--- src/inc/timer8_pkg.sv ---
// Constants, register map and helper functions of the period match timer.
// Assumes a 32-bit AXI4-Lite slave with byte addresses on eight bits.
`default_nettype none

package timer8_pkg;

  ////////////////////////////////////////////////////////////////////////////
  // Register byte addresses
  localparam logic [7:0] ADDR_COUNT   = 8'h00;
  localparam logic [7:0] ADDR_PERIOD  = 8'h04;
  localparam logic [7:0] ADDR_CONTROL = 8'h08;
  localparam logic [7:0] ADDR_STATUS  = 8'h0C;
  localparam logic [7:0] ADDR_MASK    = 8'h10;

  typedef enum logic [2:0] {
    SEL_NONE    = 3'b000,
    SEL_COUNT   = 3'b001,
    SEL_PERIOD  = 3'b010,
    SEL_CONTROL = 3'b011,
    SEL_STATUS  = 3'b100,
    SEL_MASK    = 3'b101
  } reg_sel_t;

  ////////////////////////////////////////////////////////////////////////////
  // Reset values and field layout
  localparam logic [7:0] COUNT_RESET   = 8'h00;
  localparam logic [7:0] PERIOD_RESET  = 8'hFF;
  localparam logic [7:0] CONTROL_RESET = 8'h00;
  localparam logic [7:0] MASK_RESET    = 8'h00;
  localparam logic [7:0] CONTROL_WMASK = 8'h7F;
  localparam int         PRE_LSB       = 0;
  localparam int         PRE_MSB       = 1;
  localparam int         ON_BIT        = 2;
  localparam int         POST_LSB      = 3;
  localparam int         POST_MSB      = 6;
  localparam int         FLAG_BIT      = 0;

  ////////////////////////////////////////////////////////////////////////////
  // Timing: instruction clock is the bus clock divided by four
  localparam int         INSTR_DIV   = 4;
  localparam logic [1:0] PHASE_LAST  = 2'(INSTR_DIV - 1);
  localparam logic [3:0] PRE_LAST_1  = 4'h0;
  localparam logic [3:0] PRE_LAST_4  = 4'h3;
  localparam logic [3:0] PRE_LAST_16 = 4'hF;

  localparam logic [1:0] RESP_OKAY   = 2'h0;
  localparam logic [1:0] RESP_SLVERR = 2'h2;

  function automatic reg_sel_t decode_addr(input logic [7:0] a);
    case (a)
      ADDR_COUNT:   decode_addr = SEL_COUNT;
      ADDR_PERIOD:  decode_addr = SEL_PERIOD;
      ADDR_CONTROL: decode_addr = SEL_CONTROL;
      ADDR_STATUS:  decode_addr = SEL_STATUS;
      ADDR_MASK:    decode_addr = SEL_MASK;
      default:      decode_addr = SEL_NONE;
    endcase
  endfunction : decode_addr

  function automatic logic [3:0] prescale_last(input logic [1:0] s);
    if (s[1]) begin
      prescale_last = PRE_LAST_16;
    end else if (s[0]) begin
      prescale_last = PRE_LAST_4;
    end else begin
      prescale_last = PRE_LAST_1;
    end
  endfunction : prescale_last

endpackage : timer8_pkg

`default_nettype wire

--- src/inc/scaler_if.sv ---
// Signals between the timer core and its prescale/postscale counters.
// Assumes both ends run on the same clock.
`timescale 1ns/1ns
`default_nettype none

interface scaler_if;
  logic       instr_tick;
  logic       clear;
  logic [1:0] prescale_sel;
  logic [3:0] postscale_sel;
  logic       match;
  logic       count_tick;
  logic       post_done;

  modport timer (
    output instr_tick,
    output clear,
    output prescale_sel,
    output postscale_sel,
    output match,
    input  count_tick,
    input  post_done
  );

  modport scaler (
    input  instr_tick,
    input  clear,
    input  prescale_sel,
    input  postscale_sel,
    input  match,
    output count_tick,
    output post_done
  );
endinterface : scaler_if

`default_nettype wire

--- src/hw/period_match_timer8.sv ---
// Eight-bit period match timer with AXI4-Lite register access.
// Assumes a single clock; clk_en low freezes all state, bus included.
//
// Summary of operation
// Count increments per prescaled instruction clock
// Prescaler divides by 1, 4 or 16
// Count equal to period gives match pulse
// After match count reloads zero
// Postscaler divides matches by select plus one
// Postscaler completion sets sticky match flag
// Flag interrupts only while enable bit set
// Reset clears count, sets period all ones
// Count/control writes and resets clear scalers
// Control write keeps the count value
// On bit runs or stops the timer
// Count and period readable and writable anytime
// Timer off holds state, no matches
`timescale 1ns/1ns
`default_nettype none

module period_match_timer8
  import timer8_pkg::*;
(
  input  wire logic        aclk,
  input  wire logic        aresetn,
  input  wire logic        clk_en,
  input  wire logic [7:0]  awaddr,
  input  wire logic        awvalid,
  output var  logic        awready,
  input  wire logic [31:0] wdata,
  input  wire logic [3:0]  wstrb,
  input  wire logic        wvalid,
  output var  logic        wready,
  output var  logic [1:0]  bresp,
  output var  logic        bvalid,
  input  wire logic        bready,
  input  wire logic [7:0]  araddr,
  input  wire logic        arvalid,
  output var  logic        arready,
  output var  logic [31:0] rdata,
  output var  logic [1:0]  rresp,
  output var  logic        rvalid,
  input  wire logic        rready,
  output var  logic        irq,
  output var  logic        match_out
);

  ////////////////////////////////////////////////////////////////////////////
  // Bus slave state
  logic        awready_q, awready_d;
  logic        wready_q, wready_d;
  logic        bvalid_q, bvalid_d;
  logic [1:0]  bresp_q, bresp_d;
  logic        arready_q, arready_d;
  logic        rvalid_q, rvalid_d;
  logic [31:0] rdata_q, rdata_d;
  logic [1:0]  rresp_q, rresp_d;
  logic        aw_full_q, aw_full_d;
  logic        w_full_q, w_full_d;
  logic [7:0]  waddr_q;
  logic [7:0]  wdata_q;
  logic        wlane_q;

  logic        aw_hs, w_hs, ar_hs;
  logic        aw_have, w_have, do_wr;
  logic [7:0]  wr_addr;
  logic [7:0]  wr_byte;
  logic        wr_lane;
  reg_sel_t    wr_sel, rd_sel;
  logic        wr_count, wr_period, wr_ctrl, wr_mask;
  logic        rd_clr;
  logic [7:0]  rd_byte;

  // Timer state
  logic [7:0]  count_q, count_d;
  logic [7:0]  period_q, period_d;
  logic [7:0]  ctrl_q, ctrl_d;
  logic [7:0]  mask_q, mask_d;
  logic        flag_q, flag_d;
  logic        irq_q, irq_d;
  logic        match_q, match_d;
  logic [1:0]  phase_q, phase_d;
  logic        timer_on;
  logic        at_period;

  scaler_if sc ();

  scaler_counters u_scaler (
    .aclk    (aclk),
    .aresetn (aresetn),
    .clk_en  (clk_en),
    .sc      (sc.scaler)
  );

  ////////////////////////////////////////////////////////////////////////////
  // Write channel: address and data are taken in either order
  assign aw_hs   = clk_en & awvalid & awready_q;
  assign w_hs    = clk_en & wvalid & wready_q;
  assign aw_have = aw_full_q | aw_hs;
  assign w_have  = w_full_q | w_hs;
  assign do_wr   = aw_have & w_have;
  assign wr_addr = aw_full_q ? waddr_q : awaddr;
  assign wr_byte = w_full_q ? wdata_q : wdata[7:0];
  assign wr_lane = w_full_q ? wlane_q : wstrb[0];
  assign wr_sel  = decode_addr(wr_addr);

  // Registers sit in byte lane 0; other lanes are ignored
  assign wr_count  = do_wr & wr_lane & (wr_sel == SEL_COUNT);
  assign wr_period = do_wr & wr_lane & (wr_sel == SEL_PERIOD);
  assign wr_ctrl   = do_wr & wr_lane & (wr_sel == SEL_CONTROL);
  assign wr_mask   = do_wr & wr_lane & (wr_sel == SEL_MASK);

  assign aw_full_d = aw_have & ~do_wr;
  assign w_full_d  = w_have & ~do_wr;
  assign bvalid_d  = do_wr | (bvalid_q & ~bready);
  assign awready_d = ~aw_full_d & ~bvalid_d;
  assign wready_d  = ~w_full_d & ~bvalid_d;
  assign bresp_d   = !do_wr ? bresp_q :
                     (wr_sel == SEL_NONE) ? RESP_SLVERR : RESP_OKAY;

  // Read channel: one read at a time, data registered
  assign ar_hs     = clk_en & arvalid & arready_q;
  assign rd_sel    = decode_addr(araddr);
  assign rd_clr    = ar_hs & (rd_sel == SEL_STATUS);
  assign rd_byte   = (rd_sel == SEL_COUNT)   ? count_q :
                     (rd_sel == SEL_PERIOD)  ? period_q :
                     (rd_sel == SEL_CONTROL) ? ctrl_q :
                     (rd_sel == SEL_STATUS)  ? {7'h00, flag_q} :
                     (rd_sel == SEL_MASK)    ? mask_q : 8'h00;
  assign rvalid_d  = ar_hs | (rvalid_q & ~rready);
  assign arready_d = ~rvalid_d;
  assign rdata_d   = ar_hs ? {24'h0000_00, rd_byte} : rdata_q;
  assign rresp_d   = !ar_hs ? rresp_q :
                     (rd_sel == SEL_NONE) ? RESP_SLVERR : RESP_OKAY;

  always_ff @(posedge aclk) begin
    if (!aresetn) begin
      awready_q <= 1'b0;
      wready_q  <= 1'b0;
      bvalid_q  <= 1'b0;
      bresp_q   <= RESP_OKAY;
      arready_q <= 1'b0;
      rvalid_q  <= 1'b0;
      rdata_q   <= 32'h0000_0000;
      rresp_q   <= RESP_OKAY;
      aw_full_q <= 1'b0;
      w_full_q  <= 1'b0;
      waddr_q   <= 8'h00;
      wdata_q   <= 8'h00;
      wlane_q   <= 1'b0;
    end else if (clk_en) begin
      awready_q <= awready_d;
      wready_q  <= wready_d;
      bvalid_q  <= bvalid_d;
      bresp_q   <= bresp_d;
      arready_q <= arready_d;
      rvalid_q  <= rvalid_d;
      rdata_q   <= rdata_d;
      rresp_q   <= rresp_d;
      aw_full_q <= aw_full_d;
      w_full_q  <= w_full_d;
      if (aw_hs) begin
        waddr_q <= awaddr;
      end
      if (w_hs) begin
        wdata_q <= wdata[7:0];
        wlane_q <= wstrb[0];
      end
    end
  end

  ////////////////////////////////////////////////////////////////////////////
  // Timer core
  assign timer_on  = ctrl_q[ON_BIT];
  assign at_period = (count_q == period_q);
  assign phase_d   = timer_on ? phase_q + 2'h1 : phase_q;

  assign sc.instr_tick    = clk_en & timer_on &
                            (phase_q == PHASE_LAST);
  assign sc.clear         = wr_count | wr_ctrl;
  assign sc.prescale_sel  = ctrl_q[PRE_MSB:PRE_LSB];
  assign sc.postscale_sel = ctrl_q[POST_MSB:POST_LSB];
  assign sc.match         = match_q;

  // Period lowered below the count: count runs on through FFh to 00h
  assign count_d  = wr_count      ? wr_byte :
                    sc.count_tick ? (at_period ? COUNT_RESET :
                                     count_q + 8'h01) :
                    count_q;
  assign match_d  = sc.count_tick & at_period;
  assign period_d = wr_period ? wr_byte : period_q;
  assign ctrl_d   = wr_ctrl ? (wr_byte & CONTROL_WMASK) : ctrl_q;
  assign mask_d   = wr_mask ? {7'h00, wr_byte[FLAG_BIT]} : mask_q;
  // Set wins over the read that clears
  assign flag_d   = sc.post_done | (flag_q & ~rd_clr);
  assign irq_d    = flag_d & mask_d[FLAG_BIT];

  always_ff @(posedge aclk) begin
    if (!aresetn) begin
      count_q  <= COUNT_RESET;
      period_q <= PERIOD_RESET;
      ctrl_q   <= CONTROL_RESET;
      mask_q   <= MASK_RESET;
      flag_q   <= 1'b0;
      irq_q    <= 1'b0;
      match_q  <= 1'b0;
      phase_q  <= 2'h0;
    end else if (clk_en) begin
      count_q  <= count_d;
      period_q <= period_d;
      ctrl_q   <= ctrl_d;
      mask_q   <= mask_d;
      flag_q   <= flag_d;
      irq_q    <= irq_d;
      match_q  <= match_d;
      phase_q  <= phase_d;
    end
  end

  assign awready   = awready_q;
  assign wready    = wready_q;
  assign bvalid    = bvalid_q;
  assign bresp     = bresp_q;
  assign arready   = arready_q;
  assign rvalid    = rvalid_q;
  assign rdata     = rdata_q;
  assign rresp     = rresp_q;
  assign irq       = irq_q;
  assign match_out = match_q;

  ////////////////////////////////////////////////////////////////////////////
  AST_COUNT_INC: assert property (@(posedge aclk) disable iff (!aresetn)
    (sc.count_tick && !at_period && !wr_count)
    |=> (count_q == $past(count_q) + 8'h01))
    else $error("count did not advance by one");

  AST_INSTR_SPACING: assert property (@(posedge aclk)
    disable iff (!aresetn)
    (sc.instr_tick && clk_en) |=> !sc.instr_tick [*3])
    else $error("instruction ticks closer than four clocks");

  AST_MATCH_PULSE: assert property (@(posedge aclk) disable iff (!aresetn)
    (sc.count_tick && at_period) |=> (match_out && count_q == 8'h00))
    else $error("match pulse or zero reload missing");

  AST_MATCH_CAUSE: assert property (@(posedge aclk) disable iff (!aresetn)
    $rose(match_out) |-> $past(count_q == period_q))
    else $error("match pulse without equality");

  AST_RESET_VALUES: assert property (@(posedge aclk)
    !aresetn |=> (count_q == 8'h00 && period_q == 8'hFF && !irq))
    else $error("wrong reset values");

  AST_FLAG_SET: assert property (@(posedge aclk) disable iff (!aresetn)
    sc.post_done |=> flag_q)
    else $error("postscaler completion did not set flag");

  AST_IRQ_GATE: assert property (@(posedge aclk) disable iff (!aresetn)
    (clk_en && flag_d && !mask_d[FLAG_BIT]) |=> !irq)
    else $error("interrupt raised while disabled");

  AST_CTRL_KEEPS_COUNT: assert property (@(posedge aclk)
    disable iff (!aresetn)
    (wr_ctrl && !wr_count) |=> $stable(count_q))
    else $error("control write changed the count");

  AST_OFF_HOLDS: assert property (@(posedge aclk) disable iff (!aresetn)
    (!timer_on && !wr_count) |=> ($stable(count_q) && !sc.post_done))
    else $error("stopped timer changed state");

  AST_COUNT_WRITE: assert property (@(posedge aclk) disable iff (!aresetn)
    wr_count |=> (count_q == $past(wr_byte)))
    else $error("count write lost");

  // Read-to-clear must not swallow a flag set in the same cycle
  AST_FLAG_SET_WINS: assert property (@(posedge aclk)
    disable iff (!aresetn)
    (sc.post_done && rd_clr) |=> flag_q)
    else $error("flag set lost against status read");

  AST_IRQ_LEVEL: assert property (@(posedge aclk) disable iff (!aresetn)
    irq == (flag_q && mask_q[FLAG_BIT]))
    else $error("interrupt level differs from flag and mask");

  AST_BVALID_HOLD: assert property (@(posedge aclk)
    disable iff (!aresetn)
    (bvalid && !(bready && clk_en)) |=> (bvalid && $stable(bresp)))
    else $error("write response dropped before handshake");

  AST_RVALID_HOLD: assert property (@(posedge aclk)
    disable iff (!aresetn)
    (rvalid && !(rready && clk_en)) |=> (rvalid && $stable(rdata)))
    else $error("read data dropped before handshake");

  AST_AR_BLOCKED: assert property (@(posedge aclk) disable iff (!aresetn)
    rvalid |-> !arready)
    else $error("read address accepted while data pending");

endmodule : period_match_timer8

`default_nettype wire

--- src/hw/scaler_counters.sv ---
// Four-bit prescale and postscale counters of the period match timer.
// Assumes instr_tick and clear already carry the clock enable.
`timescale 1ns/1ns
`default_nettype none

module scaler_counters
  import timer8_pkg::*;
(
  input wire logic aclk,
  input wire logic aresetn,
  input wire logic clk_en,
  scaler_if.scaler sc
);

  logic [3:0] pre_q;
  logic [3:0] pre_d;
  logic [3:0] post_q;
  logic [3:0] post_d;
  logic       pre_end;
  logic       post_end;

  ////////////////////////////////////////////////////////////////////////////
  assign pre_end  = (pre_q == prescale_last(sc.prescale_sel));
  assign post_end = (post_q == sc.postscale_sel);
  // A clear takes precedence over a tick in the same cycle
  assign sc.count_tick = sc.instr_tick & pre_end & ~sc.clear;
  assign sc.post_done  = clk_en & sc.match & post_end & ~sc.clear;

  assign pre_d  = sc.clear      ? 4'h0 :
                  sc.instr_tick ? (pre_end ? 4'h0 : pre_q + 4'h1) :
                  pre_q;
  assign post_d = sc.clear                ? 4'h0 :
                  (clk_en & sc.match)     ? (post_end ? 4'h0 : post_q + 4'h1) :
                  post_q;

  always_ff @(posedge aclk) begin
    if (!aresetn) begin
      pre_q  <= 4'h0;
      post_q <= 4'h0;
    end else if (clk_en) begin
      pre_q  <= pre_d;
      post_q <= post_d;
    end
  end

  ////////////////////////////////////////////////////////////////////////////
  AST_SCALER_CLEAR: assert property (@(posedge aclk) disable iff (!aresetn)
    sc.clear |=> (pre_q == 4'h0) && (post_q == 4'h0))
    else $error("scaler counters not cleared");

  AST_PRESCALE_DIV16: assert property (@(posedge aclk)
    disable iff (!aresetn)
    (sc.count_tick && sc.prescale_sel[1]) |-> (pre_q == 4'hF))
    else $error("divide by 16 ticked early");

  AST_POSTSCALE_COUNT: assert property (@(posedge aclk)
    disable iff (!aresetn)
    sc.post_done |=> (post_q == 4'h0))
    else $error("postscaler did not restart after completion");

endmodule : scaler_counters

`default_nettype wire

--- config.mk ---
export PLATFORM = sky130hd
export DESIGN_NAME = period_match_timer8
export DESIGN_NICKNAME = d
export VERILOG_FILES = /design/src/inc/timer8_pkg.sv /design/src/inc/scaler_if.sv /design/src/hw/period_match_timer8.sv /design/src/hw/scaler_counters.sv
export SDC_FILE = /design/constraint.sdc
export NUM_CORES = 1
export LEC_CHECK = 0
export ABC_CLOCK_PERIOD_IN_PS = 2750
export BUFFER_PORTS_ARGS = -buffer_cell sky130_fd_sc_hd__buf_2
export CAP_MARGIN = 10
export CORE_UTILIZATION = 53
export DETAILED_ROUTE_END_ITERATION = 8
export GPL_TIMING_DRIVEN = 0
export PLACE_DENSITY = 0.81
export SLEW_MARGIN = 20
export SYNTH_ARGS = -nofsm -noshare
export SYNTH_HDL_FRONTEND = slang
export SYNTH_SLANG_ARGS = --single-unit
--- constraint.sdc ---
create_clock -name aclk -period 2.75 [get_ports aclk]
set_input_delay 0.1375 -clock aclk [delete_from_list [all_inputs] [get_ports aclk]]
set_output_delay 0.1375 -clock aclk [all_outputs]
set_load 0.01 [all_outputs]
# Yosys cells after proc, flatten, opt, wreduce, memory -nomap -nowiden
# Index checks and enable logic that the tools add are counted.
totals:
  ff_bits: 73
  in_bits: 60
  out_inout_bits: 43
  wordCells: 133
classes:
  addsub: 4
  n_eq_ne: 21
  mux: 24
  n_bitwise: 44
  reduce_logical: 17
op_table:
  columns: ["op", "n"]
  rows:
  - ["$mux W8", 7]
  - ["$eq A8 B4 Y1 const B", 4]
  - ["$pmux W3 S5", 2]
  - ["$and A1 B1 Y1", 29]
  - ["$mux W4", 7]
  - ["$reduce_and A2 Y1", 10]
  - ["$eq A8 B3 Y1 const B", 2]
  - ["$eq A8 B5 Y1 const B", 2]
  - ["$logic_not A8 Y1", 2]
  - ["$eq A3 B2 Y1 const B", 4]
  - ["$eq A3 B3 Y1 const B", 3]
  - ["$not A1 Y1", 9]
  - ["$add A4 B1 Y4 const B", 2]
  - ["$add A8 B1 Y8 const B", 1]
  - ["$eq A4 B4 Y1", 2]
  - ["$eq A8 B8 Y1", 1]
  - ["$mux W7", 1]
  - ["$eq A3 B1 Y1 const B", 2]
  - ["$logic_not A3 Y1", 2]
  - ["$mux W2", 3]
  - ["$or A1 B1 Y1", 6]
  - ["$reduce_bool A2 Y1", 3]
  - ["$mux W1", 4]
  - ["$add A2 B1 Y2 const B", 1]
  - ["$eq A2 B2 Y1 const B", 1]

# Depth between registers and ports, before layout
depth:
  word_depth: 11
  ltp_mapped: 8
  mapped_depth_nobuf: 6

# Cells and area by module
# A second synthesis with hierarchy kept.
hier_totals:
  cells_unflattened: 475
  hier_area_um2: 3975.1
by_module_without_submodules:
  columns: ["mod", "instances", "cells_each", "area_each_um2", "seq_area_each_um2"]
  rows:
  - ["period_match_timer8", 1, 413, 3472.1, 1261.2]
  - ["scaler_counters", 1, 62, 503.0, 160.2]

# Worst setup path after synthesis
# OpenSTA, ideal clock, no wires.
synth_timing:
  kind: "reg-to-reg"
  startpoint: "register awready_q, in the netlist awready"
  endpoint: "register count_q[0]"
  arrival_time_ns: 1.877
  required_time_ns: 2.616
  slack_ns: 0.739
  path_stages_with_launch: 8
  period_less_slack_ns: 2.011
  cell_sequence: "dfxtp_1 -> and3_1 -> buf_4 -> o221ai_4 -> nor4_4 -> nor2_1 -> a221oi_1 -> a211oi_1"
synth_between:
  elab_chain_len: 10
synth_rtl:
  columns: ["item", "line", "text"]
  rows:
  - ["start, declared", "period_match_timer8.sv:50", "logic awready_q, awready_d;"]
  - ["start signal, assigned", "period_match_timer8.sv:152", "awready_q <= awready_d;"]
  - ["$and A1 B1 Y1 *", "period_match_timer8.sv:97", "assign aw_hs = clk_en & awvalid & awready_q;"]
  - ["$or A1 B1 Y1 *", "period_match_timer8.sv:99", "assign aw_have = aw_full_q | aw_hs;"]
  - ["$and A1 B1 Y1 *", "period_match_timer8.sv:101", "assign do_wr = aw_have & w_have;"]
  - ["$and A1 B1 Y1 *", "period_match_timer8.sv:108, period_match_timer8.sv:110", null]
  - ["$and A1 B1 Y1 (on tied branches)", "period_match_timer8.sv:108, period_match_timer8.sv:110", null]
  - ["$or A1 B1 Y1", "period_match_timer8.sv:180", "assign sc.clear = wr_count | wr_ctrl;"]
  - ["$not A1 Y1", "scaler_counters.sv:26", "assign sc.count_tick = sc.instr_tick & pre_end & ~sc.clear;"]
  - ["$and A1 B1 Y1", "scaler_counters.sv:26", null]
  - ["$reduce_bool A2 Y1 (no line)", null, null]
  - ["$reduce_and A2 Y1 (no line)", null, null]
  - ["end signal, assigned", "period_match_timer8.sv:209", "count_q <= count_d;"]
  - ["end, declared", "period_match_timer8.sv:75", "logic [7:0] count_q, count_d;"]
# Every way passes the cells marked *; elsewhere a longest branch is shown, timed or not.
# A chain may end at the register's enable or synchronous reset.

# Worst setup path after layout
layout_timing:
  startpoint: "register aw_full_q"
  endpoint: "register count_q[0]"
layout_between:
  elab_chain_len: 10
layout_rtl:
  columns: ["item", "line", "text"]
  rows:
  - ["start, declared", "period_match_timer8.sv:58", "logic aw_full_q, aw_full_d;"]
  - ["start signal, assigned", "period_match_timer8.sv:160", "aw_full_q <= aw_full_d;"]
  - ["$mux W8", "period_match_timer8.sv:102", "assign wr_addr = aw_full_q ? waddr_q : awaddr;"]
  - ["$eq A8 B5 Y1, or another cell as far along", "timer8_pkg.sv:50", "case (a)"]
  - ["$pmux W3 S5", "timer8_pkg.sv:50", null]
  - ["$eq A3 B1 Y1 or $eq A3 B2 Y1 (tied branches)", "period_match_timer8.sv:108, period_match_timer8.sv:110", null]
  - ["$and A1 B1 Y1 (on tied branches)", "period_match_timer8.sv:108, period_match_timer8.sv:110", null]
  - ["$or A1 B1 Y1", "period_match_timer8.sv:180", null]
  - ["$not A1 Y1", "scaler_counters.sv:26", null]
  - ["$and A1 B1 Y1", "scaler_counters.sv:26", null]
  - ["$reduce_bool A2 Y1 (no line)", null, null]
  - ["$reduce_and A2 Y1 (no line)", null, null]
# Several ways; a longest one is shown, not always the timed one.

==> impl_metrics.yaml <==
cts:
  numCtsBuffers: 9
  clock_sinks: 71
  cts.reportedPaths.clkPinSlew_ns: 0.07
  post_cts_resized: 0
  clockRootBuffer: "clkbuf_8"
  cts_max_level: 3
  cts_tree: "done"
  cts_buffer_depth: 2
  clock_latency_ns: 0.36
  holdBufCountCts: 0
  post_cts.repair.setup_buffers: 0
timing:
  finalCriticalPeriod_ns: 2.43
  slew_headroom_pct: 44.1
  finalSetupTns_ns: 0
  slew_violations: 0
  fin_crit_sh_pct: 88.5
  fmax_mhz: 411
  finClkSkew_ns: 0.00813
  final-hold-violation-count: 0
  tightest_slew_ns: 0.833
  setup_viol: 0
  grt_setup_unrepaired: "false"
drt:
  drcViolationCount: 0
  viasPerCell: 5.54
  totalWireLength_um: 9530
  dr.pass1.iters: 5
  antenna_left: 0
  drt_first_iter_violations: 201
  route.vias.total: 3521
  wl_per_cell_um: 15.0
pwr:
  p_per_area_mw_per_mm2: 493
  p_clk_share_pct: 42.6
  pwr-share-seq_pct: 47.7
  p_sw_share_pct: 23.5
  leakagePower_nw: 1.78
  vdd_drop_max_v: 0.000421
  p_int_mw: 1.68
  p_sw_uw: 516
  pwr-share-comb_pct: 9.7
yosys:
  synth-simple-area-share_pct: 22.8
  synth_mux_area_share_pct: 9.27
  yosysSeqAreaShare_pct: 37.6
  ys.flop_type: "dfxtp_1"
  yosysTopAreaCell: "dfxtp_1"
  synth_seq_cells: 71
  synth-async-reset-ratio_pct: 0
  ys_types: 56
  synth.area.top_cells: "dfxtp_1 38%, nand2_1 7.9%, mux2i_1 6.9%, a21oi_1 5.7%, buf_4 5.4%"
  synth_top_family_by_area: "simple AND/OR/NAND/NOR gates"
  syn_avg_cell_area_um2: 8.41
  yosysWarnings: 0
  synth_top_area_share_pct: 37.6
  synthAdderAreaFrac_pct: 1.32
  synthXorXnorAreaFrac_pct: 4.17
  synth_cells: 449
  synth_area_mm2: 0.00378
  synth-compound-area-share_pct: 16.0
  synth-edff-count: 0
global_routing:
  grt_use_total_pct: 27.3
  grt_pass1_vias: 3324
  grt_remaining_overflow: 0
  grt_first_pass_wirelength_um: 15600
  antenna_found_initial: 0
  grt_max_degree: 12
floorplan:
  initial_core_util_pct: 55.3
  fp.dieW_um: 86.4
  core_mm2: 0.00683
  die_height_um: 86.4
  ios: 103
  dieArea_mm2: 0.00747
  std_cell_rows: 30
critical_path:
  arrival_ns: 2.65
  endpoint_kind: "flip-flop"
  crit_required_ns: 2.97
  critical_path_class: "flip-flop to flip-flop"
  worst-path-max-fanout: 10
  start_kind: "flip-flop"
min_path:
  hold_class: "input pin to flip-flop"
cells_and_area:
  finalNetCount: 598
  drive_gt1_share_pct: 21.3
  n_antenna_cell: 0
  final_cell_area_mm2: 0.00446
  final_common_cell: "nand2_1"
  mostFrequentLayoutCells: "79 x nand2_1, 71 x dfxtp_1, 50 x buf_2, 43 x a21oi_1, 33 x nor2_1"
  areaGrowthSynthToFinish_pct: 18.1
place:
  gp_congestion: 0.919
  numPortBuffers: 49
  dpl_cell_area_mm2: 0.00424
  hpwl_um: 7010
status:
  outcome: "finished, final reports clean"
job:
  maxCapViolCount: 0
-- kinds of logic after synthesis --
group,after synthesis
DFF,71
AOI/OAI and AO/OA,93
muxes,33
xor gates and xnor gates,18
and+or+nand+nor,175
buffers and inverters,54
other,1
adders and majority gates,4
-- cell usage after synthesis (2+ instances only) --
cell type	count
o21bai_1	2
mux2i_1	26
a211oi_1	8
nor4_4	2
o32ai_1	4
dfxtp_1	71
buf_1	2
clkbuf_1	12
and3_1	6
nand2b_1	2
mux2_2	6
o211ai_1	2
nor3b_1	2
o22ai_1	2
a22oi_1	3
a21oi_1	43
inv_1	7
buf_4	27
buf_6	3
nor2_1	33
nor4_1	8
nor3_1	7
nor3_2	2
or2_2	2
xor2_1	6
o21ai_0	17
nand3_1	16
xnor2_1	12
nand2_1	79
ha_1	4
nor2b_1	4
nand4_1	5
-- power groups by stage --
stage	Sequential (mW)	Combinational [mW]	Clock, mW
3_5_place_dp	1.07	0.209	0
4_1_cts	1.05	0.211	0.949
6_report	1.05	0.213	0.936
5_1_grt	1.05	0.233	0.995
2_1_floorplan	1.07	0.137	0
3_3_place_gp	1.07	0.206	0
-- state kept, by name (all words and copies together), names as in the netlist, 2 cells and up --
signal and cells:
count_q 8, ctrl_q 7, period_q 8, phase_q 2, rdata 8, u_scaler.post_q 4, u_scaler.pre_q 4, waddr_q 8
wdata_q 8
-- metal layers --
metal | up-vias | part of all wire, % | track usage, %
li1 | 1708 | - | -
met1 | 1644 | 41 | 32.1
met2 | 139 | 49 | 46.8
met3 | 30 | 7.2 | 7.24
met4 | 0 | 2.6 | 12.3
met5 | - | 0 | 0
-- stage by stage --
stage	power (mW)	hold WS, ns	worst slack (ns)	util [%]	instances
3_3_place_gp	1.28	0.390	0.442	62.0	619
6_report	2.20	0.0220	0.317	65.3	635
5_1_grt	2.28	0.0189	0.193	65.3	635
4_1_cts	2.21	0.0139	0.359	65.3	635
3_5_place_dp	1.28	0.397	0.379	62.0	619
2_1_floorplan	1.21	0.273	0.739	-	474
-- worst max-delay path: stages, from the launching register on --
cell and delay [ns]:
dfxtp_1 0.31, buf_6 0.14, nor4_1 0.27, o22ai_2 0.26, nor4_4 0.67, nor2_1 0.27, a221oi_1 0.30, a211oi_1 0.08
-- layout make-up --
type,count,area (um^2)
Fill cell,608,2370
Tap cell,96,120
Buffer,45,294
Multi-Input combinational cell,349,2120
Sequential cell,71,1420
Clock buffer,13,159
Timing Repair Buffer,49,245
Inverter,9,33.8
Clock inverter,3,65.1
-- path summary, 6_finish.rpt --
check,from,slack (ns),depth (start not counted),endpoint
setup / recovery,aw_full_q,0.32,7,count_q[0]
hold / removal,wdata[2],0.02,3,wdata_q[2]
setup reg to reg,aw_full_q,0.32,7,count_q[0]
hold reg to reg,wdata_q[2],0.45,2,wdata_q[2]
No activity file was read; power rests on OpenSTA's default activity.
